[src/rtl/spw_regs.svh]
// Behaviour
// - Vertical sync is active low by default and is inverted when polarity bit 2 is one.
// - Horizontal blanking is low during active samples and high elsewhere, inverted by bit 1.
// - Horizontal sync is active low by default and is inverted when polarity bit 0 is one.
// - The custom horizontal pulse starts at the pixel held in the 16-bit horizontal begin register.
// - The custom horizontal pulse ends at the pixel held in the 16-bit horizontal finish register.
// - The custom vertical pulse starts on the line in the 15-bit vertical begin field.
// - The custom vertical pulse ends on the line in the 15-bit vertical finish field.
// - Horizontal and vertical pulses combine by AND, else OR, else XOR by operator bits.
// - The combined custom output is active low while its invert bit is one, its reset value.
`ifndef SPW_REGS_SVH
`define SPW_REGS_SVH
`define SPW_IDX_POL 7'h56
`define SPW_IDX_HBEG 7'h57
`define SPW_IDX_HFIN 7'h58
`define SPW_IDX_VBEG 7'h59
`define SPW_IDX_VFIN 7'h5A
`define SPW_IDX_OPER 7'h5B
`define SPW_POL_VS 2
`define SPW_POL_HB 1
`define SPW_POL_HS 0
`define SPW_OP_INV 3
`define SPW_OP_AND 2
`define SPW_OP_OR 1
`define SPW_OP_XOR 0
`define SPW_VLINE_W 15
`define SPW_RST_ZERO 16'h0000
`define SPW_RST_OPER 16'h0008
`define SPW_POL_MASK 16'h03BF
`define SPW_OPER_MASK 16'h000F
`define SPW_VMASK 16'h7FFF
`endif

[src/rtl/spw_pkg.sv]
package spw_pkg;
    typedef logic [15:0] spw_word_t;
    typedef enum logic [1:0] {
        SPW_IDLE = 2'b00,
        SPW_RESP = 2'b01
    } spw_bus_e;
endpackage

[src/rtl/spw_range.sv]
`timescale 1ns/1ps
module spw_range #(
    parameter int W = 16
) (
    // clocking
    input wire logic clk,
    input wire logic rst,
    // compare
    input wire logic [W-1:0] count,
    input wire logic [W-1:0] first,
    input wire logic [W-1:0] last,
    input wire logic step,
    // result
    output logic active
);
    logic next_active;

    always_comb begin
        next_active = active;
        if (step) begin
            next_active = (count >= first) && (count <= last);
        end
    end

    always_ff @(posedge clk) begin
        if (rst) begin
            active <= 1'b0;
        end else begin
            active <= next_active;
        end
    end
endmodule

[src/rtl/spw_top.sv]
`timescale 1ns/1ps
`include "spw_regs.svh"
module spw_top
    import spw_pkg::*;
#(
    parameter int PIX_W = 16,
    parameter int LINE_W = 15
) (
    // clocking
    input wire logic clk,
    input wire logic rst,
    // avalon-mm slave, word addressed
    input wire logic [6:0] avs_address,
    input wire logic avs_read,
    input wire logic avs_write,
    input wire logic [31:0] avs_writedata,
    input wire logic [3:0] avs_byteenable,
    output logic [31:0] avs_readdata,
    output logic avs_waitrequest,
    // raw timing from the counters, same clock
    input wire logic [PIX_W-1:0] pixel_count,
    input wire logic [LINE_W-1:0] line_count,
    input wire logic pixel_step,
    input wire logic hsync_raw,
    input wire logic hactive_raw,
    input wire logic vsync_raw,
    // timing outputs
    output logic hsync_out,
    output logic hblank_out,
    output logic vsync_out,
    output logic custom_a_horiz_pulse,
    output logic custom_a_vert_pulse,
    output logic custom_a_out
);
    spw_word_t output_polarity_control, next_pol;
    spw_word_t custom_a_horiz_begin, next_hbeg;
    spw_word_t custom_a_horiz_finish, next_hfin;
    spw_word_t custom_a_vert_begin, next_vbeg;
    spw_word_t custom_a_vert_finish, next_vfin;
    spw_word_t custom_a_operator, next_oper;
    spw_bus_e bus_state, next_bus_state;
    logic [31:0] next_readdata;
    logic next_hsync, next_hblank, next_vsync, next_custom;
    logic [15:0] wmask;
    logic [15:0] wdata;
    logic comb_h;

    // one wait cycle on every access keeps readdata registered
    assign avs_waitrequest = (avs_read || avs_write) && (bus_state == SPW_IDLE);
    assign wmask = {{8{avs_byteenable[1]}}, {8{avs_byteenable[0]}}};
    assign wdata = avs_writedata[15:0];

    always_comb begin
        next_bus_state = SPW_IDLE;
        next_pol = output_polarity_control;
        next_hbeg = custom_a_horiz_begin;
        next_hfin = custom_a_horiz_finish;
        next_vbeg = custom_a_vert_begin;
        next_vfin = custom_a_vert_finish;
        next_oper = custom_a_operator;
        next_readdata = avs_readdata;
        if ((avs_read || avs_write) && bus_state == SPW_IDLE) begin
            next_bus_state = SPW_RESP;
        end
        if (avs_write && bus_state == SPW_RESP) begin
            case (avs_address)
                `SPW_IDX_POL: begin
                    next_pol = ((output_polarity_control & ~wmask) | (wdata & wmask))
                        & `SPW_POL_MASK;
                end
                `SPW_IDX_HBEG: begin
                    next_hbeg = (custom_a_horiz_begin & ~wmask) | (wdata & wmask);
                end
                `SPW_IDX_HFIN: begin
                    next_hfin = (custom_a_horiz_finish & ~wmask) | (wdata & wmask);
                end
                `SPW_IDX_VBEG: begin
                    // reserved top bit is dropped whatever software sends
                    next_vbeg = ((custom_a_vert_begin & ~wmask) | (wdata & wmask))
                        & `SPW_VMASK;
                end
                `SPW_IDX_VFIN: begin
                    next_vfin = ((custom_a_vert_finish & ~wmask) | (wdata & wmask))
                        & `SPW_VMASK;
                end
                `SPW_IDX_OPER: begin
                    next_oper = ((custom_a_operator & ~wmask) | (wdata & wmask))
                        & `SPW_OPER_MASK;
                end
                default: begin
                end
            endcase
        end
        if (avs_read && bus_state == SPW_IDLE) begin
            case (avs_address)
                `SPW_IDX_POL: next_readdata = {16'h0000, output_polarity_control};
                `SPW_IDX_HBEG: next_readdata = {16'h0000, custom_a_horiz_begin};
                `SPW_IDX_HFIN: next_readdata = {16'h0000, custom_a_horiz_finish};
                `SPW_IDX_VBEG: next_readdata = {16'h0000, custom_a_vert_begin};
                `SPW_IDX_VFIN: next_readdata = {16'h0000, custom_a_vert_finish};
                `SPW_IDX_OPER: next_readdata = {16'h0000, custom_a_operator};
                default: next_readdata = 32'h00000000;
            endcase
        end
    end

    always_ff @(posedge clk) begin
        if (rst) begin
            bus_state <= SPW_IDLE;
            output_polarity_control <= `SPW_RST_ZERO;
            custom_a_horiz_begin <= `SPW_RST_ZERO;
            custom_a_horiz_finish <= `SPW_RST_ZERO;
            custom_a_vert_begin <= `SPW_RST_ZERO;
            custom_a_vert_finish <= `SPW_RST_ZERO;
            custom_a_operator <= `SPW_RST_OPER;
            avs_readdata <= 32'h00000000;
        end else begin
            bus_state <= next_bus_state;
            output_polarity_control <= next_pol;
            custom_a_horiz_begin <= next_hbeg;
            custom_a_horiz_finish <= next_hfin;
            custom_a_vert_begin <= next_vbeg;
            custom_a_vert_finish <= next_vfin;
            custom_a_operator <= next_oper;
            avs_readdata <= next_readdata;
        end
    end

    // window pulses, both registered one cycle behind the counters
    spw_range #(.W(PIX_W)) u_hwin (
        .clk(clk),
        .rst(rst),
        .count(pixel_count),
        .first(custom_a_horiz_begin[PIX_W-1:0]),
        .last(custom_a_horiz_finish[PIX_W-1:0]),
        .step(pixel_step),
        .active(custom_a_horiz_pulse)
    );

    spw_range #(.W(LINE_W)) u_vwin (
        .clk(clk),
        .rst(rst),
        .count(line_count),
        .first(custom_a_vert_begin[LINE_W-1:0]),
        .last(custom_a_vert_finish[LINE_W-1:0]),
        .step(pixel_step),
        .active(custom_a_vert_pulse)
    );

    always_comb begin
        next_hsync = ~hsync_raw ^ output_polarity_control[`SPW_POL_HS];
        next_hblank = ~hactive_raw ^ output_polarity_control[`SPW_POL_HB];
        next_vsync = ~vsync_raw ^ output_polarity_control[`SPW_POL_VS];
        if (custom_a_operator[`SPW_OP_AND]) begin
            comb_h = custom_a_horiz_pulse & custom_a_vert_pulse;
        end else if (custom_a_operator[`SPW_OP_OR]) begin
            comb_h = custom_a_horiz_pulse | custom_a_vert_pulse;
        end else if (custom_a_operator[`SPW_OP_XOR]) begin
            comb_h = custom_a_horiz_pulse ^ custom_a_vert_pulse;
        end else begin
            comb_h = 1'b0;
        end
        next_custom = comb_h ^ custom_a_operator[`SPW_OP_INV];
    end

    always_ff @(posedge clk) begin
        if (rst) begin
            hsync_out <= 1'b1;
            hblank_out <= 1'b1;
            vsync_out <= 1'b1;
            custom_a_out <= 1'b1;
        end else begin
            hsync_out <= next_hsync;
            hblank_out <= next_hblank;
            vsync_out <= next_vsync;
            custom_a_out <= next_custom;
        end
    end

    // sync, blank and custom outputs leave reset idle high, so the first edge after release is skipped
    a_hsync_pol: assert property (@(posedge clk) disable iff (rst)
        !$past(rst) |-> hsync_out
        == ($past(~hsync_raw) ^ $past(output_polarity_control[`SPW_POL_HS])))
        else $error("hsync polarity wrong");
    a_hblank_pol: assert property (@(posedge clk) disable iff (rst)
        !$past(rst) |-> hblank_out
        == ($past(~hactive_raw) ^ $past(output_polarity_control[`SPW_POL_HB])))
        else $error("hblank polarity wrong");
    a_vsync_pol: assert property (@(posedge clk) disable iff (rst)
        !$past(rst) |-> vsync_out
        == ($past(~vsync_raw) ^ $past(output_polarity_control[`SPW_POL_VS])))
        else $error("vsync polarity wrong");
    a_hwin_begin: assert property (@(posedge clk) disable iff (rst)
        pixel_step && pixel_count == custom_a_horiz_begin && pixel_count <= custom_a_horiz_finish
        |=> custom_a_horiz_pulse)
        else $error("horizontal pulse missed its begin");
    a_hwin_finish: assert property (@(posedge clk) disable iff (rst)
        pixel_step && pixel_count == custom_a_horiz_finish + 16'h0001 |=> !custom_a_horiz_pulse)
        else $error("horizontal pulse ran past its finish");
    a_vwin_begin: assert property (@(posedge clk) disable iff (rst)
        pixel_step && line_count == custom_a_vert_begin[14:0]
        && line_count <= custom_a_vert_finish[14:0] |=> custom_a_vert_pulse)
        else $error("vertical pulse missed its begin");
    a_vwin_finish: assert property (@(posedge clk) disable iff (rst)
        pixel_step && line_count > custom_a_vert_finish[14:0] |=> !custom_a_vert_pulse)
        else $error("vertical pulse ran past its finish");
    a_hwin_hold: assert property (@(posedge clk) disable iff (rst)
        !pixel_step |=> $stable(custom_a_horiz_pulse))
        else $error("horizontal pulse moved without a pixel step");
    a_custom_and: assert property (@(posedge clk) disable iff (rst)
        custom_a_operator[`SPW_OP_AND]
        |=> custom_a_out == ($past(custom_a_horiz_pulse & custom_a_vert_pulse)
        ^ $past(custom_a_operator[`SPW_OP_INV])))
        else $error("and combination wrong");
    a_custom_idle: assert property (@(posedge clk) disable iff (rst)
        custom_a_operator[3:0] == 4'h8 |=> custom_a_out)
        else $error("custom output not idle high");
    c_hpulse: cover property (@(posedge clk) $rose(custom_a_horiz_pulse));
    c_vpulse: cover property (@(posedge clk) $rose(custom_a_vert_pulse));
    c_custom: cover property (@(posedge clk) $fell(custom_a_out));
endmodule

[config.mk]
export PLATFORM = sky130hd
export DESIGN_NAME = spw_top
export DESIGN_NICKNAME = d
export VERILOG_FILES = /design/src/rtl/spw_pkg.sv /design/src/rtl/spw_range.sv /design/src/rtl/spw_top.sv
export VERILOG_INCLUDE_DIRS = /design/src /design/src/rtl
export SDC_FILE = /design/constraint.sdc
export NUM_CORES = 1
export LEC_CHECK = 0
export BUFFER_PORTS_ARGS = -buffer_cell sky130_fd_sc_hd__buf_2
export CAP_MARGIN = 20
export CORE_MARGIN = 3
export CORE_UTILIZATION = 56
export DETAILED_ROUTE_END_ITERATION = 8
export HOLD_SLACK_MARGIN = 0.1
export PLACE_DENSITY = 0.79
export RECOVER_POWER = 25
export SLEW_MARGIN = 20
export SYNTH_ARGS = -nofsm -noshare
export SYNTH_HDL_FRONTEND = slang
export SYNTH_SLANG_ARGS = --single-unit
[constraint.sdc]
create_clock -name clk -period 2.07 [get_ports clk]
set_input_delay 0.1035 -clock clk [delete_from_list [all_inputs] [get_ports clk]]
set_output_delay 0.1035 -clock clk [all_outputs]
set_load 0.02 [all_outputs]
Yosys cells after proc, flatten, opt, wreduce, memory -nomap -nowiden
Cells that the tools add are included.
W data, S select, Z words.
- flip-flop bits (word level): 115
- bits in latches: 0
- bits in writable memories: 0
- memory bits (read-only): 0
- bits of input ports: 82
- output and inout port bits: 39
- memories: 0
- add/sub/neg operators: 0
- multiply operators: 0
- divide/modulo/power cells: 0
- magnitude comparators: 4
- equal/unequal tests: 7
- shift operators: 0
- muxes and demuxes: 5
- bitwise gates (word level): 24
- reduce and logical (&&, ||, !) cells: 13
- operators by type and width (operator ; number):
    $pmux W16 S6 ; 1
    $and A16 B16 Y16 ; 3
    $eq A7 B7 Y1 const B ; 6
    $or A16 B16 Y16 ; 2
    $and A15 B15 Y15 ; 2
    $or A15 B15 Y15 ; 2
    $ge A16 B16 Y1 ; 1
    $le A16 B16 Y1 ; 1
    $not A16 Y16 ; 1
    $ge A15 B15 Y1 ; 1
    $le A15 B15 Y1 ; 1
    $reduce_and A2 Y1 ; 6
    $and A10 B10 Y10 ; 1
    $or A10 B10 Y10 ; 1
    $logic_and A1 B1 Y1 ; 5
    $xor A1 B1 Y1 ; 5
    $and A4 B4 Y4 ; 1
    $mux W1 ; 4
    $or A4 B4 Y4 ; 1
    $not A1 Y1 ; 3
    $eq A2 B1 Y1 const B ; 1
    $logic_not A2 Y1 ; 1
    $and A1 B1 Y1 ; 1
    $logic_or A1 B1 Y1 ; 1
    $or A1 B1 Y1 ; 1

Logic depth before layout (Yosys ltp)
Gate-level depths: netlist of run 1.
- depth after elaboration: 5
- depth in mapped cells: 8

Modules after synthesis
Synthesis of run 1 repeated with hierarchy kept, for this count alone.
- cell total of the unflattened synthesis: 681
- area, all modules: 5964.5 sq um
- modules (own cells, without submodules) (module ; times used ; cells each ; area an instance (sq um)):
    spw_top ; 1 ; 466 ; 4355.4
    spw_range (u_hwin) ; 1 ; 110 ; 825.8
    spw_range (u_vwin) ; 1 ; 105 ; 783.3

Worst setup path before layout of run 1
No wires, ideal clock.
- kind: register -> register
- from: register bus_state[0]
- to: register (tool-made name)
- arrival time: 1.505 ns
- setup slack: 0.445 ns
- cell stages (with the launch flop): 5
- clock period less this slack: 1.625 ns
- cells stage by stage: dfxtp_1 > nand3_2 > nor4_2 > nor2b_1 > a211o_1
- RTL lines (element ; line ; text):
    start, declared ; spw_top.sv:41 ; spw_bus_e bus_state, next_bus_state;
    start signal, assigned ; spw_top.sv:118 ; bus_state <= next_bus_state;

==> key figures, run 1 <==
Synth
  • Warnings, synthesis: 0
  • Ys async rst share: 0%
  • Top post-synthesis cells by area: dfxtp_1 (34%), mux2i_1 (15%), ha_1 (14%), nor2_1 (6.9%), inv_1 (4.3%)
  • Largest area contributor in the netlist: dfxtp_1
  • Most frequent cell after synthesis: nor2_1
  • Avg Cell Area, Syn: 8.93 µm²
  • Seq/Total Area, Yosys: between 30 and 40%
  • Commonest cells post-synth: nor2_1 (107), dfxtp_1 (98), mux2i_1 (88), inv_1 (66), ha_1 (64)
  • Synthesized instance count: 650
  • EDFF count, synth: 0
  • Share of the synthesized area in the top cell type: ~34%
  • Top FF cell, synth: dfxtp_1
  • Cell area after synthesis: between 0.005 and 0.006 mm²
  • Synth cell types: 52
  • Number of synthesized register bits: 98

Cells and area
  • Layout cells sized above 1: between 10% and 20%
  • Area Growth Syn to Fin: 16.4%
  • Final core utilization: 68.2%
  • Layout Nets: 912
  • Diodes inserted: 0

Setup path
  • Setup CP Type: register to register
  • Crit Path Max Fanout: 3
  • CP required: 2.39 ns
  • Worst r2r path cells: 7
  • Crit path launch type: register
  • Worst setup EP type: register
  • Arr. time, crit path: 2.17 ns

Floorplan
  • Core area: 0.00991 mm²
  • Chip Width: 108 µm
  • Die area: 0.0116 mm²
  • Die Y: 108 µm
  • Initial Util: between 50% and 60%
  • # IOs: about 120
  • Row count: 36

Pwr
  • P per Cell Area: around 530 mW/mm²
  • Leakage: 2.74 nW
  • Worst VDD drop: 0.278 mV

Clock network
  • Clk Tree Root Cell: clkbuf_8
  • CTS buffer count: 9
  • CTS tree: built
  • Post-CTS Repair Setup Buffers: 0
  • Clock transition at path regs: 0.10 ns
  • H-tree depth: 3
  • Num Clock Sinks: 98
  • Clk_lat worst skew: 0.37 ns
  • Clk buf depth: 2

GRT
  • GRT Total Usage: 27.8%
  • Largest net degree at the start of global routing: 36
  • Global-route wire length before repair: ~25000 µm
  • Number of global-route vias before repair: between 5000 and 6000
  • Antenna violations before repair: 0
  • Total grt overflow: 0

Routing
  • Vias post-DR: 5122
  • WL per Instance: 17.2 µm
  • First-pass iteration count of the detailed router: 5
  • Detailed Route Iter0 Violations: 314
  • Total wire length: roughly 16000 µm
  • # DRC: 0
  • Antenna Nets Post-Route: 0
  • Post-DR vias/cell: 5.67

Job
  • Max cap viols: 0

Timing
  • Fin. Hold Viols: 0
  • Final Skew: 0.0160 ns
  • Max-slew violations: 0
  • Min Tclk post-route: 1.85 ns
  • Max Clk Rate: 541 MHz
  • Fin crit share: 89.4%
  • Unrepaired setup endpoints after global routing: no
  • Setup violators final: 0
  • Worst slew margin: 41.5%
  • Slew of the pin with the lowest slew margin: 0.875 ns
  • Setup TNS: 0 ns

Placed design
  • HPWL Detailed: ~12000 µm
  • PortBufs: 86
  • GPL Wtd Cong: 0.918

Run status
  • Status: finished clean

Hold path
  • Hold path depth: 3
  • Worst Hold Class: input pin to register
==> power breakdown <==
group	switching, mW	internal [mW]
sequential	0.00961	1.90
combinational	0.283	0.187
clock	0.693	0.520
==> routing by layer <==
layer / vias to the layer above / share of wire [%] / GRT usage [%]
met5: - / 0 / 0
met4: 0 / 2.7 / 9.92
met3: 40 / 6.9 / 4.98
met2: 212 / 49 / 48.3
met1: 2401 / 41 / 34.3
li1: 2469 / - / -
==> critical path, stage by stage, from the launching register on <==
cell and delay [ns]:
dfxtp_1 0.34, inv_1 0.07, ha_1 0.31, a21oi_1 0.14, a21oi_1 0.11, o31a_1 0.32
a2111oi_0 0.30, o22a_1 0.20
==> path summary, 6_finish.rpt <==
kind	end	slack, ns	from
max	u_vwin.active	0.22	register
max reg2reg	u_vwin.active	0.22	register
min reg2reg	avs_readdata[7]	0.46	avs_readdata[7]
min	u_vwin.active	0.21	pixel_step
==> cell families after synthesis <==
logic type                 count (synthesis)  synth area share, %
AOI/OAI and AO/OA                         95                 11.1
xor gates and xnor gates                   4                0.604
adders and majority gates                 64                 13.8
buffers and inverters                    107                 8.45
DFF                                       98                 33.8
muxes                                     89                 15.4
other                                      1               0.0646
and+or+nand+nor                          192                 16.8
==> final cells by class <==
cell class	count	area, µm²
clock buffers	11	151
clock inverters	5	45.0
fillers	833	3150
inverters	66	248
multi-input cells	460	3400
flip-flops and latches	98	1960
well taps	133	166
repair buffers	131	785
==> repair_timing <==
action                                  4_1_cts  5_1_grt
hold endpoints to repair                     62        0
hold buffers                                 21        0
resized for setup                             0        1
endpoints found under the setup margin        0        1
==> layout by cell type, fill, tap and decap left out, types with 13 or more instances in the layout <==
cell | Yosys | routed
a21oi_1 | 25 | 25
a221oi_1 | 13 | 13
buf_2 | 5 | 63
buf_4 | 16 | 22
clkbuf_1 | 16 | 25
conb_1 | 1 | 16
dfxtp_1 | 98 | 98
dlygate4sd3_1 | 0 | 21
ha_1 | 64 | 64
inv_1 | 66 | 66
mux2i_1 | 88 | 88
nand2_1 | 25 | 25
nor2_1 | 107 | 107
o21ai_0 | 19 | 19
==> per-stage QoR <==
stage               cell area, µm²  setup slack, ns  cells  total power, mW  hold slack [ns]
CTS                           6810            0.201    904             3.60            0.190
finish                        6760            0.220    904             3.59            0.208
detailed placement            6400            0.181    867             2.39            0.336
global placement              6390          0.00132    867             2.37            0.330
floorplan                     5860            0.445    665             2.22            0.221
global route                  6760           0.0885    904             3.74            0.207
Note: power is estimated with default switching activity, not from simulation.
==> run 2, diff against run 1 <==
--- a/config.mk
+++ b/config.mk
@@ -12,7 +12,7 @@
 export CORE_UTILIZATION = 56
 export DETAILED_ROUTE_END_ITERATION = 8
 export HOLD_SLACK_MARGIN = 0.1
-export PLACE_DENSITY = 0.79
+export PLACE_DENSITY = 0.81
 export RECOVER_POWER = 25
 export SLEW_MARGIN = 20
 export SYNTH_ARGS = -nofsm -noshare
==> run 2 against run 1 <==
Utilization decreased by 0.16 points. Largest cell class unchanged. Total power grew 1.7%. Sequential share of layout area grew 0.070 points. Fmax down 1.9%. Worst hold slack worse by 0.096 ns. Register-to-register slack got worse by 0.04 ns. First-iteration DRC count is 2.5% lower.
==> key figures, run 2 (synthesis results as in run 1) <==
Run status
  • Status: finished clean

Setup path
  • CP Cell Sequence: inv_1 -> ha_1 -> a21oi_1 -> a21oi_1 -> o31a_1 -> a2111oi_0 -> o22a_1
  • Setup CP Type: register to register
  • Worst setup EP type: register
  • Slowest CP cell: dfxtp_1
  • Arr. time, crit path: 2.20 ns (+0.03 ns)
  • Crit Path Max Fanout: 3 (unchanged)
  • CP required: 2.38 ns (about the same)
  • Slowest cell delay on critical path: 0.34 ns (about the same)
  • Crit path launch type: register
  • CP delay by family, top: compound AO/OA/AOI/OAI gates
  • CP most frequent cell: a21oi_1
  • WP buf/inv: 1 (unchanged)

Timing
  • Setup violators final: 0 (unchanged)
  • Fin. Hold Viols: 0 (unchanged)
  • Max-slew violations: 0 (unchanged)
  • Final Skew: 0.0119 ns (-0.00407 ns)
  • Slew of the pin with the lowest slew margin: 1.06 ns (+0.187 ns)
  • Fin crit share: 91.1% (+1.8 points)
  • Min Tclk post-route: 1.89 ns (+0.0365 ns)
  • Worst slew margin: 29.2% (-12 points)
  • Max Clk Rate: 530 MHz (-1.9%)
  • Setup WS post-layout: 0.184 ns (-0.0365 ns)
  • Unrepaired setup endpoints after global routing: no
  • Setup TNS: 0 ns (unchanged)

Routing
  • Total wire length: 15600 µm (about the same)
  • Detailed Route Iter0 Violations: 306 (-2.5%)
  • Antenna Nets Post-Route: 0 (unchanged)
  • # DRC: 0 (unchanged)
  • First-pass iteration count of the detailed router: 5 (unchanged)
  • WL per Instance: 17.3 µm (+0.23%)
  • Post-DR vias/cell: 5.65 (-0.27%)
  • Vias post-DR: 5097 (-0.49%)

Clock network
  • CTS buffer count: 9 (unchanged)
  • Post-CTS Repair Setup Buffers: 0 (unchanged)
  • Clk_lat worst skew: 0.37 ns (about the same)
  • Clock transition at path regs: 0.10 ns (about the same)
  • Num Clock Sinks: 98 (unchanged)
  • Clk buf depth: 2 (unchanged)
  • Clk Tree Root Cell: clkbuf_8
  • Number of hold buffers added after CTS: 20 (-4.8%)
  • CTS tree: built
  • H-tree depth: 3 (unchanged)
  • Post_cts resized: 0 (unchanged)

GRT
  • Global-route wire length before repair: 24700 µm (-2.8%)
  • Top Usage Layer GRT: met2
  • Antenna violations before repair: 0 (unchanged)
  • Met2 Use GR: 49.9% (+1.6 points)
  • GR Layer Usage met1: 31.2% (-3.1 points)
  • Global routing usage on met3: 3.48% (-1.5 points)
  • Total grt overflow: 0 (unchanged)
  • Number of global-route vias before repair: 5202 (-0.71%)
  • GRT Total Usage: 27.0% (-0.78 points)
  • Largest net degree at the start of global routing: 42 (+17%)

Floorplan
  • Die Y: 108 µm (unchanged)
  • Row count: 36 (unchanged)
  • Core area: 0.00991 mm² (unchanged)
  • # IOs: 121 (unchanged)
  • Chip Width: 108 µm (unchanged)
  • Die area: 0.0116 mm² (unchanged)
  • Initial Util: 58.6% (unchanged)

Cells and area
  • Layout Nets: 910 (-0.22%)
  • Most common cell after layout, fill and taps aside: nor2_1
  • Register area: 0.00196 mm² (unchanged)
  • Post-Layout Cell Count: 902 (-0.22%)
  • Layout cells sized above 1: 13.9% (-0.61 points)
  • Most frequent cells in the layout: nor2_1 (107), dfxtp_1 (98), mux2i_1 (88)
  • Layout filler cell count: 847 (+1.7%)
  • Area Growth Syn to Fin: 16.1%
  • Final non-filler cell area: 0.00674 mm² (-0.24%)
  • Diodes inserted: 0 (unchanged)
  • Multi-input logic area: 0.00341 mm² (+0.22%)

Pwr
  • Internal: 2.68 mW (+2.9%)
  • Combinational fraction of design power: 12.7% (-0.4 points)
  • Worst VDD drop: 0.444 mV (+60%)
  • Leakage: 2.74 nW (-0.12%)
  • Power Total: 3.65 mW (+1.7%)
  • Power share of the clock group: 35.1% (+1.3 points)
  • Seq pwr share: 52.2% (-0.9 points)
  • P per Cell Area: 541 mW/mm² (+2.0%)
  • Switching part of the total: 26.6% (-0.84 points)
  • Sw Pwr: 0.971 mW (-1.4%)

Hold path
  • Min-delay src: avs_writedata[2]
  • Worst Hold Class: input pin to register

Placed design
  • Placed insts: 866 (-0.12%)
  • Placed cell area: 0.00639 mm² (-0.20%)
  • HPWL Detailed: 11900 µm (-2.2%)
  • PortBufs: 86 (unchanged)
  • GPL Wtd Cong: 0.855 (-6.9%)
  • Setup WS pre-CTS: 0.218 ns (+0.0368 ns)

Job
  • Max cap viols: 0 (unchanged)
-- run 2: final timing paths --
check / to / slack, ns / cells past startpoint
setup / recovery: u_vwin.active / 0.18 / 7
hold / removal: register / 0.11 / 3
setup reg to reg: u_vwin.active / 0.18 / 7
hold reg to reg: avs_readdata[8] / 0.46 / 2
-- run 2: worst min-delay path, cell delays in order --
cell,delay (ns)
buf_2,0.16
mux2i_1,0.14
nor2_1,0.05
-- run 2: metal layers --
metal	part of all wire [%]	routed length (µm)
met5	0	0
met4	3.6	561
met3	4.7	733
met2	51	7990
met1	40	6280
-- run 2: power by group through the flow --
stage | Clock [mW] | Combinational (mW) | Sequential (mW)
after floorplan | 0 | 0.261 | 1.96
after global placement | 0 | 0.412 | 1.95
after detailed placement | 0 | 0.430 | 1.95
after CTS | 1.29 | 0.462 | 1.90
after global routing | 1.35 | 0.510 | 1.91
final | 1.28 | 0.463 | 1.91
-- run 2: area by class of cell --
cell class              instances  share of cell area, %
multi-input cells             460                   50.6
inverters                      66                   3.67
repair buffers                129                   11.2
clock buffers                  11                   2.10
well taps                     133                   2.47
clock inverters                 5                  0.891
flip-flops and latches         98                   29.1
-- run 2: per-stage QoR --
step                      util (%)  hold slack, ns
after floorplan                  -           0.221
after global placement        64.5           0.333
after detailed placement      64.5           0.334
after CTS                     68.5           0.100
after global routing          68.0           0.116
final                         68.0           0.113
